[config.mk]
export PLATFORM = sky130hd
export DESIGN_NAME = port_output_shutdown_control
export DESIGN_NICKNAME = d
export VERILOG_FILES = /design/src/poe_pkg.sv /design/src/port_output_shutdown_control.sv
export SDC_FILE = /design/constraint.sdc
export NUM_CORES = 1
export LEC_CHECK = 0
export BUFFER_PORTS_ARGS = -buffer_cell sky130_fd_sc_hd__buf_4
export CORE_MARGIN = 4
export CORE_UTILIZATION = 45
export DETAILED_ROUTE_END_ITERATION = 16
export PLACE_DENSITY = 0.71
export SYNTH_ARGS = -nofsm -noshare
export SYNTH_HDL_FRONTEND = slang
export SYNTH_SLANG_ARGS = --single-unit
[constraint.sdc]
create_clock -name ref_clk_i -period 6.8 [get_ports ref_clk_i]
set_input_delay 0.34 -clock ref_clk_i [delete_from_list [all_inputs] [get_ports ref_clk_i]]
set_output_delay 0.34 -clock ref_clk_i [all_outputs]
set_load 0.05 [all_outputs]
[src/poe_pkg.sv]
// Constants, register map and bus carrier for the output shutdown unit.
`default_nettype none
package poe_pkg;

    // ************************************************************
    // Sizes
    // ************************************************************
    localparam int ADDR_W       = 8;
    localparam int DATA_W       = 16;
    localparam int NUM_IN       = 9;
    localparam int NUM_MT       = 6;
    localparam int NUM_PWM      = 9;
    localparam int NUM_MT_PINS  = 20;
    localparam int NUM_PWM_PINS = 20;
    localparam int PRESC_W      = 7;
    localparam int SCNT_W       = 5;

    // ************************************************************
    // Register offsets
    // ************************************************************
    localparam logic [7:0] IN_CTRL_BASE   = 8'h00;
    localparam logic [7:0] IN_CTRL_STRIDE = 8'h02;
    localparam logic [7:0] CMP_CTRL_OFS   = 8'h12;
    localparam logic [7:0] CMP_FLAG_OFS   = 8'h14;
    localparam logic [7:0] MISC_OFS       = 8'h16;
    localparam logic [7:0] SOFT_OFS       = 8'h18;

    // ************************************************************
    // Field positions
    // ************************************************************
    localparam int MODE_LSB    = 0;
    localparam int CNT_LSB     = 4;
    localparam int IRQ_EN_BIT  = 8;
    localparam int OD_EN_BIT   = 9;
    localparam int IN_FLAG_BIT = 12;
    localparam int CMP_MT_LSB  = 0;
    localparam int CMP_PWM_LSB = 6;
    localparam int CMP_IRQ_BIT = 15;
    localparam int OSC_EN_BIT  = 0;
    localparam int OSC_FLAG_BIT = 1;
    localparam int COMP_EN_BIT = 2;
    localparam int COMP_FLAG_BIT = 3;
    localparam int SOFT_DIS_BIT = 0;
    localparam int PORT_MODE_BIT = 1;

    // Positions inside the flat flag vector.
    localparam int FI_IN   = 0;
    localparam int FI_MT   = 9;
    localparam int FI_PWM  = 15;
    localparam int FI_OSC  = 24;
    localparam int FI_COMP = 25;
    localparam int NF      = 26;

    // ************************************************************
    // Reset values
    // ************************************************************
    localparam logic [3:0] MODE_RST  = 4'h0;
    localparam logic [3:0] CNT_RST   = 4'h0;
    localparam logic       EN_RST    = 1'b0;
    localparam logic [PRESC_W-1:0] PRESC_RST = 7'h00;

    // ************************************************************
    // Encodings
    // ************************************************************
    localparam logic [3:0] MODE_EDGE   = 4'h0;
    localparam logic [3:0] MODE_DIV8   = 4'h1;
    localparam logic [3:0] MODE_DIV16  = 4'h2;
    localparam logic [3:0] MODE_DIV128 = 4'h3;
    localparam logic [3:0] MODE_DIV1   = 4'h4;
    localparam logic [3:0] MODE_DIV2   = 4'h5;
    localparam logic [3:0] MODE_DIV4   = 4'h6;
    localparam logic [3:0] CNT_16      = 4'h0;
    localparam logic [3:0] CNT_8       = 4'h1;
    localparam logic [3:0] CNT_4       = 4'h2;
    localparam logic [SCNT_W-1:0] SAMPLES_16 = 5'h10;
    localparam logic [SCNT_W-1:0] SAMPLES_8  = 5'h08;
    localparam logic [SCNT_W-1:0] SAMPLES_4  = 5'h04;

    // Register port request carrier.
    typedef struct packed {
        logic [ADDR_W-1:0] addr;
        logic [DATA_W-1:0] wdata;
        logic              wr;
        logic              rd;
    } bus_req_s;

endpackage
`default_nettype wire

[src/port_output_shutdown_control.sv]
// Output shutdown unit: fault inputs, short checks and pin disable logic.
`timescale 1ns/1ps
`default_nettype none
module port_output_shutdown_control (
    input  wire  logic                                ref_clk_i,
    input  wire  logic                                nrst_i,
    input  wire  poe_pkg::bus_req_s                   bus_i,
    output logic [poe_pkg::DATA_W-1:0]                rdata_o,
    input  wire  logic [poe_pkg::NUM_IN-1:0]          shutdown_in_n_i,
    input  wire  logic [poe_pkg::NUM_MT-1:0]          mt_pair_a_i,
    input  wire  logic [poe_pkg::NUM_MT-1:0]          mt_pair_b_i,
    input  wire  logic [poe_pkg::NUM_PWM-1:0]         pwm_pair_a_i,
    input  wire  logic [poe_pkg::NUM_PWM-1:0]         pwm_pair_b_i,
    input  wire  logic                                osc_stop_i,
    input  wire  logic                                cmp_detect_i,
    output logic [poe_pkg::NUM_MT_PINS-1:0]           mt_disable_o,
    output logic [poe_pkg::NUM_PWM_PINS-1:0]          pwm_disable_o,
    output logic                                      port_mode_o,
    output logic                                      in_irq_o,
    output logic                                      cmp_irq_o
);
    import poe_pkg::*;

    // ************************************************************
    // Helper functions
    // ************************************************************

    // Byte offset of the control register of input k.
    function automatic logic [ADDR_W-1:0] in_addr(input int k);
        in_addr = ADDR_W'(IN_CTRL_BASE + k * IN_CTRL_STRIDE);
    endfunction

    // Sampling strobe for a level mode from the shared prescaler.
    function automatic logic sample_tick(input logic [3:0] mode,
                                         input logic [PRESC_W-1:0] p);
        case (mode)
            MODE_DIV1:   sample_tick = 1'b1;
            MODE_DIV2:   sample_tick = p[0];
            MODE_DIV4:   sample_tick = &p[1:0];
            MODE_DIV8:   sample_tick = &p[2:0];
            MODE_DIV16:  sample_tick = &p[3:0];
            MODE_DIV128: sample_tick = &p;
            default:     sample_tick = 1'b0;
        endcase
    endfunction

    // Number of consecutive low samples a count code asks for.
    function automatic logic [SCNT_W-1:0] samples_needed(
        input logic [3:0] code);
        case (code)
            CNT_8:   samples_needed = SAMPLES_8;
            CNT_4:   samples_needed = SAMPLES_4;
            default: samples_needed = SAMPLES_16;
        endcase
    endfunction

    // Maps data bits of the addressed register onto the flag vector.
    function automatic logic [NF-1:0] flag_of(input logic [ADDR_W-1:0] a,
                                              input logic [DATA_W-1:0] d);
        logic [NF-1:0] m;
        m = '0;
        for (int k = 0; k < NUM_IN; k++) begin
            if (a == in_addr(k)) begin
                m[FI_IN + k] = d[IN_FLAG_BIT];
            end
        end
        if (a == CMP_FLAG_OFS) begin
            m[FI_MT +: NUM_MT]   = d[CMP_MT_LSB +: NUM_MT];
            m[FI_PWM +: NUM_PWM] = d[CMP_PWM_LSB +: NUM_PWM];
        end
        if (a == MISC_OFS) begin
            m[FI_OSC]  = d[OSC_FLAG_BIT];
            m[FI_COMP] = d[COMP_FLAG_BIT];
        end
        flag_of = m;
    endfunction

    // ************************************************************
    // State
    // ************************************************************
    logic [3:0]          in_mode   [NUM_IN];
    logic [3:0]          in_cnt    [NUM_IN];
    logic [NUM_IN-1:0]   in_irq_en;
    logic [NUM_IN-1:0]   in_od_en;
    logic [NUM_MT-1:0]   mt_en;
    logic [NUM_PWM-1:0]  pwm_en;
    logic                cmp_irq_en;
    logic                osc_en;
    logic                comp_en;
    logic                soft_dis;
    logic                port_mode;
    logic [NF-1:0]       flags;
    logic [NF-1:0]       armed;
    logic [NUM_IN-1:0]   pin_meta;
    logic [NUM_IN-1:0]   pin_sync;
    logic [NUM_IN-1:0]   pin_prev;
    logic [1:0]          misc_meta;
    logic [1:0]          misc_sync;
    logic [PRESC_W-1:0]  presc;
    logic [SCNT_W-1:0]   low_cnt   [NUM_IN];
    logic [SCNT_W-1:0]   need      [NUM_IN];
    logic [NUM_IN-1:0]   det;
    logic [NF-1:0]       set_vec;
    logic [NF-1:0]       clr_vec;
    logic [NF-1:0]       acc_mask;
    logic [DATA_W-1:0]   rd_value;
    logic                dis_any;

    // ************************************************************
    // Input synchronisers
    // ************************************************************

    // Pins and the two foreign levels pass two flops before any use.
    always_ff @(posedge ref_clk_i or negedge nrst_i) begin
        if (!nrst_i) begin
            pin_meta  <= '1;
            pin_sync  <= '1;
            pin_prev  <= '1;
            misc_meta <= 2'h0;
            misc_sync <= 2'h0;
        end else begin
            pin_meta  <= shutdown_in_n_i;
            pin_sync  <= pin_meta;
            pin_prev  <= pin_sync;
            misc_meta <= {cmp_detect_i, osc_stop_i};
            misc_sync <= misc_meta;
        end
    end

    // One free running prescaler serves every divide ratio.
    // shared sampling divider
    always_ff @(posedge ref_clk_i or negedge nrst_i) begin
        if (!nrst_i) begin
            presc <= PRESC_RST;
        end else begin
            presc <= presc + 7'h01;
        end
    end

    // ************************************************************
    // Per input detection
    // ************************************************************
    generate
        for (genvar i = 0; i < NUM_IN; i++) begin : g_in
            logic tick;
            assign tick = sample_tick(in_mode[i], presc);
            assign need[i] = samples_needed(in_cnt[i]);

            // The run counter saturates so a held low trips only once.
            // consecutive low run
            always_ff @(posedge ref_clk_i or negedge nrst_i) begin
                if (!nrst_i) begin
                    low_cnt[i] <= 5'h00;
                end else if (in_mode[i] == MODE_EDGE) begin
                    low_cnt[i] <= 5'h00;
                end else if (tick) begin
                    if (pin_sync[i]) begin
                        low_cnt[i] <= 5'h00;
                    end else if (low_cnt[i] != need[i]) begin
                        low_cnt[i] <= low_cnt[i] + 5'h01;
                    end
                end
            end

            // Edge or level event per the input's mode.
            // per input choice
            always_comb begin
                if (in_mode[i] == MODE_EDGE) begin
                    det[i] = pin_prev[i] & ~pin_sync[i];
                end else begin
                    det[i] = tick & ~pin_sync[i]
                             & (low_cnt[i] == need[i] - 5'h01);
                end
            end
        end
    endgenerate

    // ************************************************************
    // Flag set and clear
    // ************************************************************

    // Set sources; the short checks look at one cycle of overlap.
    // input flag set
    always_comb begin
        set_vec = '0;
        set_vec[FI_IN +: NUM_IN]    = det;
        set_vec[FI_MT +: NUM_MT]    = mt_en & mt_pair_a_i & mt_pair_b_i;
        set_vec[FI_PWM +: NUM_PWM]  = pwm_en & pwm_pair_a_i & pwm_pair_b_i;
        set_vec[FI_OSC]             = osc_en & misc_sync[0];
        set_vec[FI_COMP]            = comp_en & misc_sync[1];
    end

    // A zero written to an armed flag clears it; level inputs also
    // need the pin back high, else a live fault would be hidden.
    // read then zero
    always_comb begin
        acc_mask = flag_of(bus_i.addr, 16'hffff);
        clr_vec  = '0;
        if (bus_i.wr) begin
            clr_vec = acc_mask & ~flag_of(bus_i.addr, bus_i.wdata) & armed;
        end
        for (int k = 0; k < NUM_IN; k++) begin
            if (in_mode[k] != MODE_EDGE && !pin_sync[k]) begin
                clr_vec[FI_IN + k] = 1'b0;
            end
        end
    end

    // Set wins over a clear in the same cycle.
    always_ff @(posedge ref_clk_i or negedge nrst_i) begin
        if (!nrst_i) begin
            flags <= '0;
        end else begin
            flags <= (flags & ~clr_vec) | set_vec;
        end
    end

    // A read of one arms a flag; a write to its register disarms it unless a read comes in the same cycle.
    // arm on read
    always_ff @(posedge ref_clk_i or negedge nrst_i) begin
        if (!nrst_i) begin
            armed <= '0;
        end else if (bus_i.rd) begin
            armed <= armed | (acc_mask & flags);
        end else if (bus_i.wr) begin
            armed <= armed & ~acc_mask;
        end
    end

    // ************************************************************
    // Register writes
    // ************************************************************

    // Input control fields.
    // mode and count
    always_ff @(posedge ref_clk_i or negedge nrst_i) begin
        if (!nrst_i) begin
            for (int k = 0; k < NUM_IN; k++) begin
                in_mode[k] <= MODE_RST;
                in_cnt[k]  <= CNT_RST;
            end
            in_irq_en <= '0;
            in_od_en  <= '0;
        end else if (bus_i.wr) begin
            for (int k = 0; k < NUM_IN; k++) begin
                if (bus_i.addr == in_addr(k)) begin
                    in_mode[k]   <= bus_i.wdata[MODE_LSB +: 4];
                    in_cnt[k]    <= bus_i.wdata[CNT_LSB +: 4];
                    in_irq_en[k] <= bus_i.wdata[IRQ_EN_BIT];
                    in_od_en[k]  <= bus_i.wdata[OD_EN_BIT];
                end
            end
        end
    end

    // Short check enables, misc enables and the software disable.
    always_ff @(posedge ref_clk_i or negedge nrst_i) begin
        if (!nrst_i) begin
            mt_en      <= '0;
            pwm_en     <= '0;
            cmp_irq_en <= EN_RST;
            osc_en     <= EN_RST;
            comp_en    <= EN_RST;
            soft_dis   <= EN_RST;
            port_mode  <= EN_RST;
        end else if (bus_i.wr) begin
            if (bus_i.addr == CMP_CTRL_OFS) begin
                mt_en      <= bus_i.wdata[CMP_MT_LSB +: NUM_MT];
                pwm_en     <= bus_i.wdata[CMP_PWM_LSB +: NUM_PWM];
                cmp_irq_en <= bus_i.wdata[CMP_IRQ_BIT];
            end
            if (bus_i.addr == MISC_OFS) begin
                osc_en  <= bus_i.wdata[OSC_EN_BIT];
                comp_en <= bus_i.wdata[COMP_EN_BIT];
            end
            if (bus_i.addr == SOFT_OFS) begin
                soft_dis  <= bus_i.wdata[SOFT_DIS_BIT];
                port_mode <= bus_i.wdata[PORT_MODE_BIT];
            end
        end
    end

    // ************************************************************
    // Register reads
    // ************************************************************

    // Unmapped offsets read zero.
    always_comb begin
        rd_value = '0;
        for (int k = 0; k < NUM_IN; k++) begin
            if (bus_i.addr == in_addr(k)) begin
                rd_value[MODE_LSB +: 4] = in_mode[k];
                rd_value[CNT_LSB +: 4]  = in_cnt[k];
                rd_value[IRQ_EN_BIT]    = in_irq_en[k];
                rd_value[OD_EN_BIT]     = in_od_en[k];
                rd_value[IN_FLAG_BIT]   = flags[FI_IN + k];
            end
        end
        case (bus_i.addr)
            CMP_CTRL_OFS: begin
                rd_value[CMP_MT_LSB +: NUM_MT]   = mt_en;
                rd_value[CMP_PWM_LSB +: NUM_PWM] = pwm_en;
                rd_value[CMP_IRQ_BIT]            = cmp_irq_en;
            end
            CMP_FLAG_OFS: begin
                rd_value[CMP_MT_LSB +: NUM_MT]   = flags[FI_MT +: NUM_MT];
                rd_value[CMP_PWM_LSB +: NUM_PWM] = flags[FI_PWM +: NUM_PWM];
            end
            MISC_OFS: begin
                rd_value[OSC_EN_BIT]    = osc_en;
                rd_value[OSC_FLAG_BIT]  = flags[FI_OSC];
                rd_value[COMP_EN_BIT]   = comp_en;
                rd_value[COMP_FLAG_BIT] = flags[FI_COMP];
            end
            SOFT_OFS: begin
                rd_value[SOFT_DIS_BIT]  = soft_dis;
                rd_value[PORT_MODE_BIT] = port_mode;
            end
            default: begin
            end
        endcase
    end

    // Read data stand only in the cycle after the strobe.
    always_ff @(posedge ref_clk_i or negedge nrst_i) begin
        if (!nrst_i) begin
            rdata_o <= '0;
        end else begin
            rdata_o <= bus_i.rd ? rd_value : '0;
        end
    end

    // ************************************************************
    // Output disable and requests
    // ************************************************************

    // Any live flag holds the disable (an input flag only with its in_od_en set),
    // so clearing one source while another is still set keeps the bridge safe.
    // input source gate
    assign dis_any = |(flags[FI_IN +: NUM_IN] & in_od_en)
                   | |flags[FI_MT +: NUM_MT]
                   | |flags[FI_PWM +: NUM_PWM]
                   | flags[FI_OSC] | flags[FI_COMP] | soft_dis;

    // Every target pin shares one group.
    // all target pins
    always_ff @(posedge ref_clk_i or negedge nrst_i) begin
        if (!nrst_i) begin
            mt_disable_o  <= '0;
            pwm_disable_o <= '0;
            port_mode_o   <= 1'b0;
        end else begin
            mt_disable_o  <= {NUM_MT_PINS{dis_any}};
            pwm_disable_o <= {NUM_PWM_PINS{dis_any}};
            port_mode_o   <= port_mode;
        end
    end

    // Level interrupt requests for the system interrupt controller.
    // detection requests
    always_ff @(posedge ref_clk_i or negedge nrst_i) begin
        if (!nrst_i) begin
            in_irq_o  <= 1'b0;
            cmp_irq_o <= 1'b0;
        end else begin
            in_irq_o  <= |(flags[FI_IN +: NUM_IN] & in_irq_en);
            cmp_irq_o <= cmp_irq_en & (|flags[FI_MT +: NUM_MT]
                                       | |flags[FI_PWM +: NUM_PWM]);
        end
    end
endmodule // port_output_shutdown_control
`default_nettype wire

==> run_results.csv, run 1 <==
group,metric,value,unit
setup_path,rr_startpoint,"presc[0]",
sta,slew_headroom,0.304,
job,maxCapViolCount,0,
global_route,grt_overflow,0,
cts,cts.sinks,265,
cts,post_cts_buffers,0,
synthesis,syn_area,0.0140,mm2
setup_path,crit_path_end_kind,"register",
placement,portBuffers,127,
finish,final_area,0.0161,mm2
synthesis,synthCells,1319,
sta,clock_skew,0.0397,ns
placement,gp_congestion,0.944,
drt,vias,11000,
global_route,grtUsageTotal,0.225,
setup_path,crit_type,"reg2reg",
floorplan,die_h,185,um
sta,fin_crit_sh,0.449,
finish,nets,1493,
setup_path,setup.worst_path.end,"low_cnt[43]",
setup_path,arrival,3.52,ns
synthesis,syn_avg_cell_area,10.6,um2
global_route,antenna_found_initial,0,
cts,cts.clk_slew.worst_paths,0.06,ns
drt,wirelength,39000,um
pwr,power.leakage,7.05,nW
finish,final_common_cell,"dfrtp_1",
global_route,grt_max_degree,136,
finish,seqCellArea,0.00667,mm2
setup_path,path_cells,"ha_1, ha_1, a31oi_1, a221oi_2, nand2_1, or4_1, nand3_1",
setup_path,path_common_cell,"ha_1",
synthesis,synth_cell_types,89,
cts,cts_tree,"yes",
placement,pre_cts_ws,3.52,ns
synthesis,ys_warn_count,0,
finish,final_cell_mix,"238 x dfrtp_1, 128 x buf_4, 105 x nand2_1, 84 x mux2_2, 71 x nor2_1",
cts,cts_buffers,29,
outcome,status,"completed",
pwr,ir_drop,0.216,mV
drt,drc,0,
synthesis,async_reset_ff_frac,1.00,
synthesis,synth-edff-count,0,
sta,timing.fmax,327,MHz
finish,finalCoreUtilization,0.525,
drt,routed_via_density,6.08,
synthesis,synth_flop_cell,"dfrtp_1",
sta,setup_viol,0,
setup_path,cp.required,7.27,ns
finish,layout-drive-gt1-share,0.251,
floorplan,dieArea,0.0341,mm2
drt,antenna_left,0,
setup_path,rr_worst_depth,7,
synthesis,ys_top_cells_by_area,"dfrtp_1 42%, mux2_2 6.7%, dfstp_2 5.1%",
setup_path,slowest_stage,"ha_1",
drt,wl_per_cell,21.5,um
floorplan,core_region_area,0.0307,mm2
finish,diodes,0,
drt,drt_iter0_drc,1023,
cts,cts_buffer_depth,3,
sta,hold_viol,0,
sta,rsz0062_at_grt,"false",
cts,htreeDepth,1,
cts,cts_resized,0,
placement,placed_cell_area,0.0150,mm2
sta,slew_viol_final,0,
setup_path,rr_endpoint,"low_cnt[43]",
sta,fin_tns_setup,0,ns
setup_path,startpoint,"presc[0]",
drt,drt_pass1_iterations,5,
sta,tightestPinTransition,1.04,ns
placement,hpwl,27200,um
synthesis,synth.top_cell.area_share,0.425,
finish,multiInputGateArea,0.00656,mm2
floorplan,rows,64,
global_route,grtUsageMet2,0.359,
cts,clock-root-buffer,"clkbuf_16",
synthesis,yosys.area.top_type,"dfrtp_1",
sta,min_period,3.05,ns
setup_path,worstPathMaxFanout,12,
synthesis,synth-seq-cells,265,
setup_path,start_kind,"register",
global_route,top_usage_layer,"met2",
cts,worst_skew_pair.late_latency,0.56,ns
global_route,met3_usage,0.0424,
floorplan,start_util,0.457,
floorplan,ios,128,
worst_hold_path,min_path_type,"in2reg",
pwr,power_density,252,mW/mm2
floorplan,die_x,185,um
finish,synthToLayoutAreaGrowth,14.9,%
setup_path,r2r_slack,3.75,ns
synthesis,syn_nets,1417,
sta,layout_setup_ws,3.75,ns
synthesis,yosysSeqAreaShare,0.475,
global_route,grtUsageMet1,0.312,
finish,fillers,2602,
global_route,grt_pass1_wl,61700,um
setup_path,slowest_delay,0.62,ns
global_route,grt_pass1_vias,11100,
-- cells by family (layout without fill, tap and decap cells) --
kind of cell | Yosys count | in the layout | share of synthesized area
simple gates | 403 | 403 | 0.163
compound gates | 315 | 315 | 0.162
flops | 265 | 265 | 0.475
buf+inv | 162 | 260 | 0.0567
mux | 123 | 123 | 0.103
fa+ha+maj | 29 | 29 | 0.0259
xor+xnor | 22 | 22 | 0.0143
-- worst max-delay path: cells and delay by family (launching register included) --
family / cells / cell delay, ns
AND/OR/NAND/NOR: 3 / 0.74
AO/OA/AOI/OAI: 2 / 0.60
adder cells (fa/ha/maj): 2 / 1.15
flip-flops: 1 / 0.45
-- worst min-delay path by stage --
| stage | slack (ns) | cells after the start | startpoint | to |
|---|---|---|---|---|
| after floorplan | 0.04 | 0 | nrst_i | armed[0] |
| after global placement | 0.34 | 0 | misc_meta[1] | misc_sync[1] |
| after detailed placement | 0.34 | 0 | misc_meta[1] | misc_sync[1] |
| after CTS | 0.008 | 2 | bus_i[12] | pwm_en[4] |
| after global routing | 0.01 | 2 | bus_i[12] | pwm_en[4] |
| final | 0.02 | 2 | bus_i[12] | pwm_en[4] |
-- power breakdown --
group	internal (W)	switching, W
sequential	0.00170	0.000143
clock	0.00104	0.000652
combinational	0.000224	0.000297
-- Yosys cell counts, drive strengths merged (4+ instances only) --
| cell type | instances |
|---|---|
| o41ai | 6 |
| buf | 71 |
| a32o | 16 |
| o31ai | 12 |
| a21oi | 60 |
| or4b | 17 |
| and3 | 9 |
| mux4 | 6 |
| o211ai | 14 |
| a32oi | 6 |
| dfstp | 27 |
| nand4b | 5 |
| a211oi | 7 |
| nand3b | 26 |
| nor4b | 10 |
| inv | 64 |
| nor2b | 9 |
| o22ai | 32 |
| mux2i | 14 |
| nor3 | 17 |
| a21o | 4 |
| or4 | 7 |
| nand2b | 8 |
| o2111ai | 6 |
| nor2 | 74 |
| a31oi | 19 |
| nor4 | 15 |
| nand3 | 48 |
| clkbuf | 26 |
| nand4 | 8 |
| nand2 | 108 |
| mux2 | 103 |
| a221o | 6 |
| a211o | 6 |
| a22oi | 8 |
| and2 | 18 |
| dfrtp | 238 |
| nor3b | 6 |
| xor2 | 10 |
| o21ai | 70 |
| a221oi | 16 |
| a22o | 9 |
| ha | 29 |
| xnor2 | 12 |
| or2 | 7 |
-- state kept, by name (all words and copies together) (netlist names), 2 cells and up --
signal     cells
armed         26
in_od_en       9
misc_meta      2
in_cnt        36
mt_en          6
pwm_en         9
in_mode       36
low_cnt       45
pin_prev       9
flags         26
presc          7
misc_sync      2
pin_meta       9
in_irq_en      9
pin_sync       9
rdata_o       16
-- stage by stage --
| stage | instances | power, W | hold slack (ns) |
|---|---|---|---|
| final | 1813 | 0.00405 | 0.0182 |
| after CTS | 1813 | 0.00407 | 0.00803 |
| after global placement | 1748 | 0.00236 | 0.336 |
| after detailed placement | 1748 | 0.00238 | 0.338 |
| after global routing | 1813 | 0.00422 | 0.0129 |
| after floorplan | 1319 | 0.00217 | 0.0444 |
-- routing by layer --
metal,wire [um],share of wire
met5,0,0
met3,3730,0.096
met4,1350,0.035
met2,17900,0.46
met1,16000,0.41
-- what timing repair did --
item / in CTS / in global routing
hold buffers: 12 / 0
endpoints found under the hold margin: 129 / 0
setup endpoints to repair: 0 / 0
-- final cells by class --
cell class / count / share of cell area
repair buffers: 142 / 0.0693
multi-input cells: 892 / 0.407
flip-flops and latches: 265 / 0.414
clock inverters: 17 / 0.0155
well taps: 396 / 0.0307
clock buffers: 36 / 0.0485
inverters: 65 / 0.0151
No activity file was read; power rests on OpenSTA's default activity.
==> run 2, diff against run 1 <==
--- a/config.mk
+++ b/config.mk
@@ -5,6 +5,7 @@
 export SDC_FILE = /design/constraint.sdc
 export NUM_CORES = 1
 export LEC_CHECK = 0
+export ABC_AREA = 1
 export BUFFER_PORTS_ARGS = -buffer_cell sky130_fd_sc_hd__buf_4
 export CORE_MARGIN = 4
 export CORE_UTILIZATION = 45
==> constraint.sdc (replaced) <==
create_clock -name ref_clk_i -period 3.05 [get_ports ref_clk_i]
set_input_delay 0.1525 -clock ref_clk_i [delete_from_list [all_inputs] [get_ports ref_clk_i]]
set_output_delay 0.1525 -clock ref_clk_i [all_outputs]
set_load 0.05 [all_outputs]
==> run 2 against run 1 <==
Global-route usage up 1.2 points. Via count up 16%. Sequential share of layout area down 1.4 points. Area after synthesis down 0.22%. Design area up 3.5%. First-iteration DRC count up 27%. Worst hold slack better by 0.043 ns. Final cell count up 28%.
==> run_results.csv, run 2 <==
group,metric,value,unit
sta,hold_slack,0.0610,ns
synthesis,yosys.area.top_type,"dfrtp_1",
sta,slew_viol_final,0,
global_route,grt_overflow,0,
cts,worst_skew_pair.late_latency,0.55,ns
finish,diodes,0,
drt,antenna_left,0,
sta,fin_crit_sh,0.699,
finish,nets,1996,
sta,clock_skew,0.00984,ns
sta,hold_viol,0,
setup_path,slowest_stage,"dfrtp_1",
setup_path,r2r_slack,0.92,ns
synthesis,synth_flop_cell,"dfrtp_1",
cts,cts.clk_slew.worst_paths,0.06,ns
setup_path,crit_path_end_kind,"register",
placement,gp_congestion,1.00,
pwr,power.leakage,7.90,nW
synthesis,yosys.cell_count.top_type,"nand2_1",
finish,fillers,2761,
floorplan,rows,64,
synthesis,synth.top_cell.area_share,0.426,
global_route,grtUsageTotal,0.238,
floorplan,die_x,184,um
synthesis,synth-edff-count,0,
cts,cts_buffer_depth,3,
synthesis,synth_cell_types,54,
worst_hold_path,min_path_type,"in2reg",
finish,multiInputGateArea,0.00596,mm2
floorplan,start_util,0.456,
floorplan,die_h,184,um
outcome,status,"completed",
cts,cts_resized,0,
synthesis,synth-seq-cells,265,
synthesis,ys_warn_count,0,
setup_path,arrival,2.61,ns
sta,layout_setup_ws,0.918,ns
setup_path,path_common_cell,"nand2_1",
global_route,grt_max_degree,108,
synthesis,async_reset_ff_frac,1.00,
setup_path,cp.required,3.53,ns
cts,post_cts_buffers,0,
drt,routed_via_density,5.50,
floorplan,core_region_area,0.0307,mm2
setup_path,rr_worst_depth,9,
setup_path,crit_type,"reg2reg",
synthesis,synth_common_cells,"394 x nand2_1, 238 x dfrtp_1, 210 x inv_1, 170 x o21ai_0, 161 x nand3_1",
setup_path,rr_endpoint,"low_cnt[33]",
sta,rsz0062_at_grt,"false",
synthesis,syn_area,0.0140,mm2
setup_path,path_cells,"ha_1, ha_1, o21ai_0, nor3_1, o21ai_1, nand4_1, nand2_1, nand2_1, nand2_1",
setup_path,path_depth,9,
setup_path,setup.worst_path.end,"low_cnt[33]",
sta,tightestPinTransition,1.05,ns
synthesis,yosysSeqAreaShare,0.476,
sta,fin_tns_setup,0,ns
setup_path,slowest_delay,0.38,ns
finish,layout-drive-gt1-share,0.141,
floorplan,ios,128,
placement,portBuffers,127,
finish,top_regs,"low_cnt (45), in_cnt (36), in_mode (36)",
sta,slew_headroom,0.301,
cts,cts_buffers,30,
pwr,power_density,511,mW/mm2
placement,hpwl,29500,um
drt,vias,12700,
synthesis,ys_top_cells_by_area,"dfrtp_1 43%, nand2_1 11%, o21ai_0 6.1%",
cts,cts.sinks,265,
cts,cts_hold_buf,62,
finish,synthToLayoutAreaGrowth,19.2,%
cts,clock-root-buffer,"clkbuf_16",
finish,final_cell_mix,"394 x nand2_1, 238 x dfrtp_1, 210 x inv_1, 170 x o21ai_0, 161 x nand3_1",
job,maxCapViolCount,0,
synthesis,synthCells,1750,
sta,setup_viol,0,
sta,min_period,2.13,ns
drt,drt_iter0_drc,1304,
cts,htreeDepth,1,
setup_path,cp_num_buf_inv,0,
global_route,grt_pass1_wl,64800,um
setup_path,rr_startpoint,"presc[0]",
synthesis,syn_avg_cell_area,8.00,um2
finish,largest-register,"low_cnt",
cts,cts_tree,"yes",
drt,drt_pass1_iterations,6,
synthesis,syn_nets,1848,
drt,wl_per_cell,17.8,um
placement,pre_cts_ws,0.951,ns
setup_path,startpoint,"presc[0]",
setup_path,critPathTopFamily,"simple AND/OR/NAND/NOR gates",
finish,final_common_cell,"nand2_1",
drt,wirelength,41100,um
setup_path,worstPathMaxFanout,9,
drt,drc,0,
finish,largest_reg_flops,45,
global_route,grt_pass1_vias,12000,
floorplan,dieArea,0.0340,mm2
finish,seqCellArea,0.00667,mm2
sta,timing.fmax,469,MHz
global_route,antenna_found_initial,0,
pwr,ir_drop,0.401,mV
setup_path,start_kind,"register",
pwr,total_power,0.00853,W
## run 2: cell types whose count changed after synthesis, moves of 21 or more
cell	previous run	this run
o21ai_0	50	170
mux2_2	84	0
nand3_1	47	161
o22ai_1	32	0
inv_1	64	210
nand2_1	105	394
a21oi_1	59	38
nand3b_1	26	2
nor2_1	71	129
nand4_1	7	65
## run 2: report_power, final
group,switching (W),leakage (nW),total (W),internal [W]
clock network,0.00144,0.500,0.00357,0.00213
logic,0.000604,4.23,0.000984,0.000380
registers,0.000215,3.17,0.00397,0.00376
total,0.00226,7.90,0.00853,0.00627
## run 2: worst min-delay path, cell delays in order
cell and delay [ns]:
buf_4 0.18, nand4_1 0.11, a22o_1 0.13
## run 2: logic make-up (layout without fill, tap and decap cells)
family | count (synthesis) | count (layout) | synth area share
fa+ha+maj | 29 | 29 | 0.0259
flops | 265 | 265 | 0.476
compound gates | 297 | 297 | 0.120
buf+inv | 308 | 480 | 0.0979
xor+xnor | 23 | 23 | 0.0144
simple gates | 828 | 828 | 0.265
## run 2: final cells by class
cell class,count,share of cell area
Clock buffer,45,0.0545
Clock inverter,11,0.00503
Inverter,219,0.0495
Multi-Input combinational cell,1177,0.357
Sequential cell,265,0.400
Tap cell,396,0.0297
Timing Repair Buffer,205,0.104
## run 2: stage by stage
stage / util / instance area [um2] / cells
after floorplan: - / 14000 / 1750
after CTS: 0.544 / 16700 / 2318
after detailed placement: 0.491 / 15100 / 2200
after global placement: 0.491 / 15100 / 2200
after global routing: 0.544 / 16700 / 2318
final: 0.544 / 16700 / 2318
## run 2: how the worst min path moves through the flow
stage                             from     endpoint  slack, ns  cells after the start
floorplan                       nrst_i     armed[0]      -0.14                      0
global placement    shutdown_in_n_i[1]  pin_meta[1]       0.26                      1
detailed placement  shutdown_in_n_i[3]  pin_meta[3]       0.26                      1
CTS                           bus_i[1]    flags[24]       0.04                      3
global route                  bus_i[1]    flags[24]       0.05                      3
finish                        bus_i[1]    flags[24]       0.06                      3
## run 2: layer usage
| layer | global-route usage | vias to the layer above | share of wire |
|---|---|---|---|
| met5 | 0 | - | 0 |
| met4 | 0.0745 | 0 | 0.033 |
| li1 | - | 6052 | - |
| met3 | 0.0341 | 84 | 0.077 |
| met2 | 0.383 | 532 | 0.46 |
| met1 | 0.335 | 6070 | 0.43 |
